### src/logic/boc_params.svh
`ifndef BOC_PARAMS_SVH
`define BOC_PARAMS_SVH

// short-direct and special-function address windows
`define BOC_SADDR_BASE      16'hfe00
`define BOC_SFR_BASE        16'hff00
`define BOC_SADDR_WRAP      8'h20
// break trap vector locations
`define BOC_BRK_VEC_LO      16'h003e
`define BOC_BRK_VEC_HI      16'h003f
// program status word field positions
`define BOC_PSW_IE          7
`define BOC_PSW_CY          0
// reset values
`define BOC_RESET_PC        16'h0000
`define BOC_RESET_SP        16'hfe1f
`define BOC_RESET_PSW       8'h02
// short-page call upper program counter bits
`define BOC_PAGE_CALL_HI    5'h01
// clock counts: first value = high-speed RAM or no access, second = other areas
`define BOC_CLK_LOGIC_DIR   5'h06
`define BOC_CLK_LOGIC_SLOW  5'h07
`define BOC_CLK_LOGIC_ACC   5'h04
`define BOC_CLK_FORCE_DIR   5'h04
`define BOC_CLK_FORCE_SLOW  5'h06
`define BOC_CLK_FORCE_SFR   5'h08
`define BOC_CLK_FORCE_HL    5'h06
`define BOC_CLK_FORCE_HLS   5'h08
`define BOC_CLK_CARRY       5'h02
`define BOC_CLK_CALL        5'h07
`define BOC_CLK_PAGE_CALL   5'h05
`define BOC_CLK_SIX         5'h06

`endif

### src/logic/boc_pkg.sv
package boc_pkg;

   // instruction groups carried out by this unit
   typedef enum logic [3:0] {
      BOC_CARRY_BIT_AND       = 4'h0,
      BOC_CARRY_BIT_OR        = 4'h1,
      BOC_CARRY_BIT_EXCLUSIVE = 4'h2,
      BOC_BIT_FORCE_HIGH      = 4'h3,
      BOC_BIT_FORCE_LOW       = 4'h4,
      BOC_CARRY_FORCE_HIGH    = 4'h5,
      BOC_CARRY_FORCE_LOW     = 4'h6,
      BOC_CARRY_INVERT        = 4'h7,
      BOC_ABSOLUTE_CALL       = 4'h8,
      BOC_SHORT_PAGE_CALL     = 4'h9,
      BOC_VECTOR_TABLE_CALL   = 4'ha,
      BOC_SOFTWARE_BREAK_TRAP = 4'hb,
      BOC_POP_PC_BACK         = 4'hc
   } boc_op_type;

   // operand location of a bit instruction
   typedef enum logic [2:0] {
      BOC_FORM_SADDR = 3'h0,
      BOC_FORM_SFR   = 3'h1,
      BOC_FORM_ACC   = 3'h2,
      BOC_FORM_PSW   = 3'h3,
      BOC_FORM_HL    = 3'h4
   } boc_form_type;

   typedef enum logic [1:0] {
      BOC_IDLE = 2'b01,
      BOC_RUN  = 2'b10
   } boc_state_type;

endpackage : boc_pkg
### src/logic/boc_bit_unit.sv
`timescale 1ns/10ps
`default_nettype none
`include "boc_params.svh"

module boc_bit_unit (
   // operation and operands
   input  wire boc_pkg::boc_op_type op,
   input  wire logic                carry,
   input  wire logic [7:0]          source,
   input  wire logic [2:0]          bitSel,
   // results
   output logic                     newCarry,
   output logic [7:0]               newByte
);

   logic [7:0] mask;
   logic       picked;

   assign mask   = 8'h01 << bitSel;
   assign picked = source[bitSel];

   // carry result; the chosen byte itself is never altered by these
   always_comb begin
      case (op)
         boc_pkg::BOC_CARRY_BIT_AND:       newCarry = carry & picked;
         boc_pkg::BOC_CARRY_BIT_OR:        newCarry = carry | picked;
         boc_pkg::BOC_CARRY_BIT_EXCLUSIVE: newCarry = carry ^ picked;
         boc_pkg::BOC_CARRY_FORCE_HIGH:    newCarry = 1'b1;
         boc_pkg::BOC_CARRY_FORCE_LOW:     newCarry = 1'b0;
         boc_pkg::BOC_CARRY_INVERT:        newCarry = ~carry;
         default:                          newCarry = carry;
      endcase
   end

   // forced byte, other bits kept
   always_comb begin
      case (op)
         boc_pkg::BOC_BIT_FORCE_HIGH: newByte = source | mask;
         boc_pkg::BOC_BIT_FORCE_LOW:  newByte = source & ~mask;
         default:                     newByte = source;
      endcase
   end

endmodule : boc_bit_unit
`default_nettype wire

### src/logic/boc_cycle_count.sv
`timescale 1ns/10ps
`default_nettype none
`include "boc_params.svh"

module boc_cycle_count (
   // decoded instruction
   input  wire boc_pkg::boc_op_type   op,
   input  wire boc_pkg::boc_form_type form,
   input  wire logic                  fastArea,
   // results
   output logic [4:0]                 cycles,
   output logic [1:0]                 length
);

   // clock count and byte length per instruction and operand form
   always_comb begin
      cycles = `BOC_CLK_SIX;
      length = 2'h1;
      case (op)
         boc_pkg::BOC_CARRY_BIT_AND, boc_pkg::BOC_CARRY_BIT_OR,
         boc_pkg::BOC_CARRY_BIT_EXCLUSIVE: begin
            length = (form == boc_pkg::BOC_FORM_ACC || form == boc_pkg::BOC_FORM_HL) ?
                     2'h2 : 2'h3;
            if (form == boc_pkg::BOC_FORM_ACC) cycles = `BOC_CLK_LOGIC_ACC;
            else if (form == boc_pkg::BOC_FORM_SFR || form == boc_pkg::BOC_FORM_PSW)
               cycles = `BOC_CLK_LOGIC_SLOW;
            else cycles = fastArea ? `BOC_CLK_LOGIC_DIR : `BOC_CLK_LOGIC_SLOW;
         end
         boc_pkg::BOC_BIT_FORCE_HIGH, boc_pkg::BOC_BIT_FORCE_LOW: begin
            length = (form == boc_pkg::BOC_FORM_SFR) ? 2'h3 : 2'h2;
            case (form)
               boc_pkg::BOC_FORM_SADDR:
                  cycles = fastArea ? `BOC_CLK_FORCE_DIR : `BOC_CLK_FORCE_SLOW;
               boc_pkg::BOC_FORM_SFR: cycles = `BOC_CLK_FORCE_SFR;
               boc_pkg::BOC_FORM_ACC: cycles = `BOC_CLK_FORCE_DIR;
               boc_pkg::BOC_FORM_PSW: cycles = `BOC_CLK_FORCE_SLOW;
               default: cycles = fastArea ? `BOC_CLK_FORCE_HL : `BOC_CLK_FORCE_HLS;
            endcase
         end
         boc_pkg::BOC_CARRY_FORCE_HIGH, boc_pkg::BOC_CARRY_FORCE_LOW,
         boc_pkg::BOC_CARRY_INVERT: cycles = `BOC_CLK_CARRY;
         boc_pkg::BOC_ABSOLUTE_CALL: begin
            cycles = `BOC_CLK_CALL;
            length = 2'h3;
         end
         boc_pkg::BOC_SHORT_PAGE_CALL: begin
            cycles = `BOC_CLK_PAGE_CALL;
            length = 2'h2;
         end
         default: cycles = `BOC_CLK_SIX;
      endcase
   end

endmodule : boc_cycle_count
`default_nettype wire

### src/logic/boc_exec_unit.sv
// Overview of operation
// - one timing cycle is one clock period
// - fast RAM or no access: first count
// - other areas use the second count
// - counts hold for internal program memory
// - carry becomes carry AND chosen bit
// - carry becomes carry OR chosen bit
// - carry becomes carry XOR chosen bit
// - AND/OR/XOR register and status bit forms: 7 clocks
// - absolute call pushes return high then low
// - absolute call loads target, stack minus two
// - page call pushes next address
// - page call sets upper bits 00001
// - table call loads target from page zero
// - break pushes status, then return address
// - break loads vector from 003e/003f
// - break drops stack three, clears enable
// - return pops address, stack plus two
`timescale 1ns/10ps
`default_nettype none
`include "boc_params.svh"

module boc_exec_unit #(
   parameter logic [15:0] FAST_RAM_LO  = 16'hfb00,
   parameter logic [15:0] FAST_RAM_HI  = 16'hfeff,
   parameter logic [4:0]  EXT_FETCH_WAIT = 5'h02
) (
   // clock and reset
   input  wire logic                  clock,
   input  wire logic                  resetn,
   // instruction issue
   input  wire logic                  start,
   input  wire boc_pkg::boc_op_type   opcode,
   input  wire boc_pkg::boc_form_type form,
   input  wire logic [2:0]            bitSel,
   input  wire logic [7:0]            operandByte,
   input  wire logic [15:0]           pointerPair,
   input  wire logic [15:0]           addr16,
   input  wire logic [10:0]           addr11,
   input  wire logic [7:0]            vectorEntry,
   input  wire logic                  extFetch,
   // architectural state preload
   input  wire logic                  setupLoad,
   input  wire logic [15:0]           setupPc,
   input  wire logic [15:0]           setupSp,
   input  wire logic [7:0]            setupAcc,
   input  wire logic [7:0]            setupPsw,
   // data memory
   output logic                       memRead,
   output logic                       memWrite,
   output logic [15:0]                memAddr,
   output logic [7:0]                 memWriteData,
   input  wire logic [7:0]            memReadData,
   // status
   output logic                       busy,
   output logic                       done,
   output logic [15:0]                pc,
   output logic [15:0]                sp,
   output logic [7:0]                 acc,
   output logic [7:0]                 program_status_word,
   output logic                       carryFlag,
   output logic                       interruptEnable
);

   ////////////////////////////////////////////////////////////////////////////
   // declarations

   boc_pkg::boc_state_type state;
   boc_pkg::boc_op_type    op;
   boc_pkg::boc_form_type  opForm;
   logic [4:0]             step;
   logic [4:0]             lastStep;
   logic [2:0]             bitIdx;
   logic [15:0]            dataAddr;
   logic [15:0]            jumpAddr;
   logic [15:0]            nextPc;
   logic [7:0]             lowByte;
   logic [7:0]             highByte;
   logic [15:0]            issueAddr;
   logic                   issueFast;
   logic [4:0]             issueCycles;
   logic [1:0]             issueLength;
   logic                   memForm;
   logic                   commit;
   logic [7:0]             unitSource;
   logic                   unitCarry;
   logic [7:0]             unitByte;
   logic                   accept;

   assign carryFlag       = program_status_word[`BOC_PSW_CY];
   assign interruptEnable = program_status_word[`BOC_PSW_IE];
   assign busy            = (state == boc_pkg::BOC_RUN);
   assign accept          = start && (state == boc_pkg::BOC_IDLE);
   assign commit          = busy && (step == lastStep);
   assign memForm         = (opForm == boc_pkg::BOC_FORM_SADDR) ||
                            (opForm == boc_pkg::BOC_FORM_SFR) ||
                            (opForm == boc_pkg::BOC_FORM_HL);

   ////////////////////////////////////////////////////////////////////////////
   // operand address at issue

   // short-direct offsets below the wrap point fall in the register window
   always_comb begin
      case (form)
         boc_pkg::BOC_FORM_SADDR:
            issueAddr = (operandByte < `BOC_SADDR_WRAP) ?
                        (`BOC_SFR_BASE | {8'h00, operandByte}) :
                        (`BOC_SADDR_BASE | {8'h00, operandByte});
         boc_pkg::BOC_FORM_SFR: issueAddr = `BOC_SFR_BASE | {8'h00, operandByte};
         boc_pkg::BOC_FORM_HL:  issueAddr = pointerPair;
         default:               issueAddr = 16'h0000;
      endcase
   end

   // accumulator forms and calls count as no data access, registers as slow
   always_comb begin
      case (form)
         boc_pkg::BOC_FORM_SADDR, boc_pkg::BOC_FORM_HL:
            issueFast = (issueAddr >= FAST_RAM_LO) && (issueAddr <= FAST_RAM_HI);
         boc_pkg::BOC_FORM_ACC: issueFast = 1'b1;
         default:               issueFast = 1'b0;
      endcase
   end

   boc_cycle_count u_count (
      .op       (opcode),
      .form     (form),
      .fastArea (issueFast),
      .cycles   (issueCycles),
      .length   (issueLength)
   );

   ////////////////////////////////////////////////////////////////////////////
   // sequencing

   // one step per clock; fetching from outside program memory stretches the run
   always_ff @(posedge clock or negedge resetn) begin
      if (!resetn) begin
         state    <= boc_pkg::BOC_IDLE;
         step     <= 5'h00;
         lastStep <= 5'h00;
      end else begin
         case (state)
            boc_pkg::BOC_IDLE: begin
               step <= 5'h00;
               if (accept) begin
                  state    <= boc_pkg::BOC_RUN;
                  lastStep <= extFetch ? issueCycles - 5'h01 + EXT_FETCH_WAIT :
                                         issueCycles - 5'h01;
               end
            end
            boc_pkg::BOC_RUN: begin
               if (commit) begin
                  state <= boc_pkg::BOC_IDLE;
                  step  <= 5'h00;
               end else begin
                  step <= step + 5'h01;
               end
            end
            default: begin
               state <= boc_pkg::BOC_IDLE;
               step  <= 5'h00;
            end
         endcase
      end
   end

   // instruction fields held for the whole run
   always_ff @(posedge clock or negedge resetn) begin
      if (!resetn) begin
         op       <= boc_pkg::BOC_CARRY_INVERT;
         opForm   <= boc_pkg::BOC_FORM_ACC;
         bitIdx   <= 3'h0;
         dataAddr <= 16'h0000;
         jumpAddr <= 16'h0000;
         nextPc   <= 16'h0000;
      end else if (accept) begin
         op       <= opcode;
         opForm   <= form;
         bitIdx   <= bitSel;
         nextPc   <= pc + {14'h0000, issueLength};
         case (opcode)
            boc_pkg::BOC_ABSOLUTE_CALL:     jumpAddr <= addr16;
            boc_pkg::BOC_SHORT_PAGE_CALL:   jumpAddr <= {`BOC_PAGE_CALL_HI, addr11};
            boc_pkg::BOC_VECTOR_TABLE_CALL: jumpAddr <= {8'h00, vectorEntry};
            default:                        jumpAddr <= 16'h0000;
         endcase
         dataAddr <= issueAddr;
      end
   end

   ////////////////////////////////////////////////////////////////////////////
   // data memory sequence
   // reads always sit in steps 0 and 1 so that the two bytes are in hand
   // before any push; memory answers a read on the following clock

   always_comb begin
      memRead      = 1'b0;
      memWrite     = 1'b0;
      memAddr      = 16'h0000;
      memWriteData = 8'h00;
      if (busy) begin
         case (op)
            boc_pkg::BOC_CARRY_BIT_AND, boc_pkg::BOC_CARRY_BIT_OR,
            boc_pkg::BOC_CARRY_BIT_EXCLUSIVE: begin
               memRead = memForm && (step == 5'h00);
               memAddr = dataAddr;
            end
            boc_pkg::BOC_BIT_FORCE_HIGH, boc_pkg::BOC_BIT_FORCE_LOW: begin
               memRead      = memForm && (step == 5'h00);
               memWrite     = memForm && (step == 5'h01);
               memAddr      = dataAddr;
               memWriteData = unitByte;
            end
            boc_pkg::BOC_ABSOLUTE_CALL, boc_pkg::BOC_SHORT_PAGE_CALL: begin
               memWrite     = (step == 5'h00) || (step == 5'h01);
               memAddr      = (step == 5'h00) ? sp - 16'h0001 : sp - 16'h0002;
               memWriteData = (step == 5'h00) ? nextPc[15:8] : nextPc[7:0];
            end
            boc_pkg::BOC_VECTOR_TABLE_CALL: begin
               memRead      = (step == 5'h00) || (step == 5'h01);
               memWrite     = (step == 5'h02) || (step == 5'h03);
               memWriteData = (step == 5'h02) ? nextPc[15:8] : nextPc[7:0];
               case (step)
                  5'h00:   memAddr = jumpAddr;
                  5'h01:   memAddr = jumpAddr + 16'h0001;
                  5'h02:   memAddr = sp - 16'h0001;
                  default: memAddr = sp - 16'h0002;
               endcase
            end
            boc_pkg::BOC_SOFTWARE_BREAK_TRAP: begin
               memRead  = (step == 5'h00) || (step == 5'h01);
               memWrite = (step == 5'h02) || (step == 5'h03) || (step == 5'h04);
               case (step)
                  5'h00: memAddr = `BOC_BRK_VEC_LO;
                  5'h01: memAddr = `BOC_BRK_VEC_HI;
                  5'h02: begin
                     memAddr      = sp - 16'h0001;
                     memWriteData = program_status_word;
                  end
                  5'h03: begin
                     memAddr      = sp - 16'h0002;
                     memWriteData = nextPc[15:8];
                  end
                  default: begin
                     memAddr      = sp - 16'h0003;
                     memWriteData = nextPc[7:0];
                  end
               endcase
            end
            boc_pkg::BOC_POP_PC_BACK: begin
               memRead = (step == 5'h00) || (step == 5'h01);
               memAddr = (step == 5'h00) ? sp : sp + 16'h0001;
            end
            default: memAddr = 16'h0000;
         endcase
      end
   end

   // read bytes: the first arrives in step 1, the second in step 2
   always_ff @(posedge clock or negedge resetn) begin
      if (!resetn) begin
         lowByte  <= 8'h00;
         highByte <= 8'h00;
      end else if (busy) begin
         if (step == 5'h01) lowByte <= memReadData;
         if (step == 5'h02) highByte <= memReadData;
      end
   end

   ////////////////////////////////////////////////////////////////////////////
   // bit operand selection

   // the write-back of a forced memory bit uses the byte still on the bus
   always_comb begin
      case (opForm)
         boc_pkg::BOC_FORM_ACC: unitSource = acc;
         boc_pkg::BOC_FORM_PSW: unitSource = program_status_word;
         default:               unitSource = (step == 5'h01) ? memReadData : lowByte;
      endcase
   end

   boc_bit_unit u_bits (
      .op       (op),
      .carry    (program_status_word[`BOC_PSW_CY]),
      .source   (unitSource),
      .bitSel   (bitIdx),
      .newCarry (unitCarry),
      .newByte  (unitByte)
   );

   ////////////////////////////////////////////////////////////////////////////
   // architectural registers, updated on the last step only

   // program counter
   always_ff @(posedge clock or negedge resetn) begin
      if (!resetn) begin
         pc <= `BOC_RESET_PC;
      end else if (setupLoad && !busy) begin
         pc <= setupPc;
      end else if (commit) begin
         case (op)
            boc_pkg::BOC_ABSOLUTE_CALL, boc_pkg::BOC_SHORT_PAGE_CALL:
               pc <= jumpAddr;
            boc_pkg::BOC_VECTOR_TABLE_CALL, boc_pkg::BOC_SOFTWARE_BREAK_TRAP,
            boc_pkg::BOC_POP_PC_BACK:
               pc <= {highByte, lowByte};
            default: pc <= nextPc;
         endcase
      end
   end

   // stack pointer
   always_ff @(posedge clock or negedge resetn) begin
      if (!resetn) begin
         sp <= `BOC_RESET_SP;
      end else if (setupLoad && !busy) begin
         sp <= setupSp;
      end else if (commit) begin
         case (op)
            boc_pkg::BOC_ABSOLUTE_CALL, boc_pkg::BOC_SHORT_PAGE_CALL,
            boc_pkg::BOC_VECTOR_TABLE_CALL:
               sp <= sp - 16'h0002;
            boc_pkg::BOC_SOFTWARE_BREAK_TRAP: sp <= sp - 16'h0003;
            boc_pkg::BOC_POP_PC_BACK:         sp <= sp + 16'h0002;
            default:                          sp <= sp;
         endcase
      end
   end

   // accumulator, touched only by forced bits in the accumulator
   always_ff @(posedge clock or negedge resetn) begin
      if (!resetn) begin
         acc <= 8'h00;
      end else if (setupLoad && !busy) begin
         acc <= setupAcc;
      end else if (commit && opForm == boc_pkg::BOC_FORM_ACC &&
                   (op == boc_pkg::BOC_BIT_FORCE_HIGH || op == boc_pkg::BOC_BIT_FORCE_LOW)) begin
         acc <= unitByte;
      end
   end

   // status word; forcing one of its bits may move zero, aux carry or carry
   always_ff @(posedge clock or negedge resetn) begin
      if (!resetn) begin
         program_status_word <= `BOC_RESET_PSW;
      end else if (setupLoad && !busy) begin
         program_status_word <= setupPsw;
      end else if (commit) begin
         case (op)
            boc_pkg::BOC_CARRY_BIT_AND, boc_pkg::BOC_CARRY_BIT_OR,
            boc_pkg::BOC_CARRY_BIT_EXCLUSIVE, boc_pkg::BOC_CARRY_FORCE_HIGH,
            boc_pkg::BOC_CARRY_FORCE_LOW, boc_pkg::BOC_CARRY_INVERT:
               program_status_word[`BOC_PSW_CY] <= unitCarry;
            boc_pkg::BOC_BIT_FORCE_HIGH, boc_pkg::BOC_BIT_FORCE_LOW:
               if (opForm == boc_pkg::BOC_FORM_PSW) program_status_word <= unitByte;
            boc_pkg::BOC_SOFTWARE_BREAK_TRAP:
               program_status_word[`BOC_PSW_IE] <= 1'b0;
            default: program_status_word <= program_status_word;
         endcase
      end
   end

   // completion pulse in the cycle after the last step
   always_ff @(posedge clock or negedge resetn) begin
      if (!resetn) begin
         done <= 1'b0;
      end else begin
         done <= commit;
      end
   end

endmodule : boc_exec_unit
`default_nettype wire

### config.mk
export PLATFORM = sky130hd
export DESIGN_NAME = boc_exec_unit
export DESIGN_NICKNAME = d
export VERILOG_FILES = /design/src/logic/boc_pkg.sv /design/src/logic/boc_bit_unit.sv /design/src/logic/boc_cycle_count.sv /design/src/logic/boc_exec_unit.sv
export VERILOG_INCLUDE_DIRS = /design/src /design/src/logic
export SDC_FILE = /design/constraint.sdc
export NUM_CORES = 1
export LEC_CHECK = 0
export ABC_AREA = 1
export ABC_CLOCK_PERIOD_IN_PS = 3100
export BUFFER_PORTS_ARGS = -buffer_cell sky130_fd_sc_hd__clkbuf_2
export CORE_MARGIN = 2
export CORE_UTILIZATION = 40
export CTS_CLUSTER_DIAMETER = 50
export DETAILED_ROUTE_END_ITERATION = 16
export GPL_TIMING_DRIVEN = 0
export PLACE_DENSITY = 0.72
export SKIP_CTS_REPAIR_TIMING = 1
export SYNTH_ARGS = -nofsm -noshare
export SYNTH_HDL_FRONTEND = slang
export SYNTH_HIERARCHICAL = 1
export SYNTH_SLANG_ARGS = --single-unit
### constraint.sdc
create_clock -name clock -period 3.1 [get_ports clock]
set_clock_uncertainty 0.1 [all_clocks]
set_input_delay 0.155 -clock clock [delete_from_list [all_inputs] [get_ports clock]]
set_output_delay 0.155 -clock clock [all_outputs]
set_load 0.02 [all_outputs]
==> out/summary.txt <==
total number of vias = 14580
Max Freq = 318.6 MHz
CP Depth = 15
Place WS = -0.5092 ns
mean post-synth cell area = 6.292 µm²
GPL Wtd Cong = 1.016
Crit Path Category = reg2out
CTS sink count = 135
setup slack, reg-to-reg = 0.10 ns
Final Critical Period = 3.139 ns
total global-route track usage = 33.26%
failing checks = negative hold slack, negative setup slack
reg2reg end = program_status_word[0]
commonest non-fill, non-tap cells in the layout = 540 x nand2_1, 199 x clkbuf_2, 169 x inv_1, 159 x nand3_1, 159 x nor2_1
slew margin rel. = 39.72%
WP data required = 2.84 ns
Synth top area share = 25.29%
CP top delay family = compound AO/OA/AOI/OAI gates
Worst-Skew Late Latency = 0.44 ns
wire per inst = 20.62 µm
area delta synth->final = 31.47%
largest cells by area after synthesis = dfrtp_1 25%, nand2_1 18%, nand3_1 7.2%, o21ai_0 7.0%, inv_1 5.7%
largest net degree at the start of global routing = 87
Worst-path clk slew = 0.07 ns
Crit. End Element = output pin
final hold violation count = 27
CP cell instances = buf_6, nor2_4, nand3_4, buf_8, inv_8, buf_8, o21ai_1, o221ai_2, o21ai_1, o21ai_2, nand2_1, o21ai_0, a21oi_1, a21oi_2, buf_2
Peak VDD IR = 0.0004589 V
total congestion overflow = 0
cts bufs inserted = 17
P_leak = 7.339 nW
DRT iter0 DRCs = 1800
critical path arrival = 2.88 ns
worst setup path endpoint = memWriteData[4]
min-delay src = setupPc[1]
Starting Density = 40.44%
Setup crit start kind = register
Yosys Warn Count = 6
CP max stage delay = 0.38 ns
mean number of vias per cell = 5.676
Root Driver = clkbuf_16
drc violations = 0
CTS tree = built
hold_ws = -0.05584 ns
Crit. Startpoint = step[2]
wirelength, routed = 52960 µm
Clock Tree Buf Depth = 2
sequential share of the synthesized area = 29.37%
first-pass GRT wire length = 77020 µm
DIE HEIGHT = 174.1 µm
number of global-route vias before repair = 12900
Yosys top cell by area = dfrtp_1
status = complete, but fails checks
Total Power = 14.39 mW
min-delay worst type = in2reg
asr flop ratio synth = 100.0%
Routed Antenna Nets = 0
leading cell type in the layout, fill and taps excluded = nand2_1
final slew viol count = 0
Post-synth EDFFs = 0
worst r2r src = step[2]
core area = 28630 µm²
fraction of layout cells with a size suffix above 1 = 22.81%
commonest register cell after synthesis = dfrtp_1
initial antenna violation count = 0
peak fanout along the critical path = 7
Die W = 174.1 µm
Rows = 62
Buf+Inv Stages, Crit Path = 5
CP max stage cell = dfrtp_1
Pwr Density = 945.1 nW/µm²
mapped cell area = 11580 µm²
DIE AREA = 30320 µm²
Post-Syn Nets = 1988
Netlist cell types = 55
Final HPWL DP = 40690 µm
depth of the worst register-to-register path = 24
unrepaired setup endpoints after global routing = yes
Nets = 2318
input/output buffers = 207
Mapped Cells = 1840
maxcap violations = 0
H-tree depth reported by CTS = 4
# setup viols final = 5
IO Pins = 208
drt first pass iters = 9
worst setup margin = -0.03897 ns
flops & latches, synth = 135
Final period util = 101.3%
Worst Tran Pin Value = 0.9042 ns
-- per-stage QoR --
step,utilization [%],setup TNS [ns],hold WS (ns),cells,cell area (µm²)
2_1_floorplan,-,0,-0.2406,1840,11580
3_3_place_gp,45.74,-66.92,0.2559,2431,13090
3_5_place_dp,45.87,-2.369,0.03149,2432,13130
4_1_cts,47.89,-12.89,-0.4178,2464,13710
5_1_grt,53.16,-1.380,-0.0006233,2567,15220
6_report,53.17,-0.08163,-0.05584,2568,15220
-- state kept, by name, summed over array words and instances, names as in the netlist --
signal	flops
acc	8
bitIdx	3
dataAddr	16
done	1
highByte	8
jumpAddr	16
lastStep	5
lowByte	8
nextPc	16
op	4
opForm	3
pc	16
program_status_word	8
sp	16
state	2
step	5
-- cells in the mapped netlist (27+ instances only) --
| library cell | count |
|---|---|
| nand2_1 | 554 |
| inv_1 | 177 |
| nor2_1 | 171 |
| nand3_1 | 166 |
| o21ai_0 | 163 |
| dfrtp_1 | 117 |
| a21oi_1 | 84 |
| buf_2 | 38 |
| clkbuf_1 | 30 |
| nand4_1 | 28 |
| o211ai_1 | 27 |
| xor2_1 | 27 |
-- power by group --
group | switching (mW) | leakage (nW) | internal [mW]
clock network | 1.02 | 0.272 | 1.07
logic | 6.13 | 5.44 | 2.81
registers | 0.787 | 1.63 | 2.57
-- logic make-up after synthesis --
kind of cell	count (synthesis)	synth area share, %
adder cells (fa/ha/maj)	18	2.010
flip-flops	135	29.37
multiplexers	2	0.1729
other	1	0.03239
buffers and inverters	278	10.02
AO/OA/AOI/OAI	382	19.01
XOR/XNOR	32	2.421
AND/OR/NAND/NOR	992	36.96
-- worst register-to-register path, cell delays in order, from the launching register on --
cell      delay, ns
dfrtp_1        0.38
buf_6          0.14
nor2_4         0.15
nand3_4        0.11
buf_8          0.16
inv_8          0.09
buf_8          0.12
o21ai_1        0.09
o221ai_2       0.28
nand2_1        0.10
nand2_1        0.07
nand2_1        0.06
nand3_1        0.07
nand2_1        0.06
ha_1           0.27
nand2_1        0.06
inv_1          0.04
nand2_1        0.05
nand2_1        0.05
nand2_1        0.08
nand3_2        0.07
nand3_1        0.08
o211ai_1       0.08
nand2_1        0.07
o21ai_1        0.05
-- final cells by class --
cell class              count  area (µm²)
fillers                  2935       13400
multi-input cells        1427        7428
flip-flops and latches    135        3405
repair buffers            312        2068
inverters                 196       779.5
well taps                 384       480.5
plain buffers              81       478.0
clock buffers              17       425.4
clock inverters            15       153.9
diodes                      1       2.502
-- layer usage --
metal	share of wire, %	wire length [µm]	vias up	track usage, %
met1	42	22200	6793	46.76
met5	0	0	-	0
li1	-	-	6754	-
met4	4.8	2552	0	15.20
met2	44	23280	869	50.66
met3	9.3	4930	159	4.681
-- how the worst min path moves through the flow --
stage | to | slack [ns] | cells past startpoint
2_1_floorplan | acc[0] | -0.24 | 0
3_3_place_gp | bitIdx[1] | 0.26 | 3
3_5_place_dp | sp[7] | 0.03 | 1
4_1_cts | sp[5] | -0.42 | 1
5_1_grt | jumpAddr[0] | -0.0006 | 5
6_report | pc[1] | -0.06 | 3
Power figures use the tool's default switching activity.
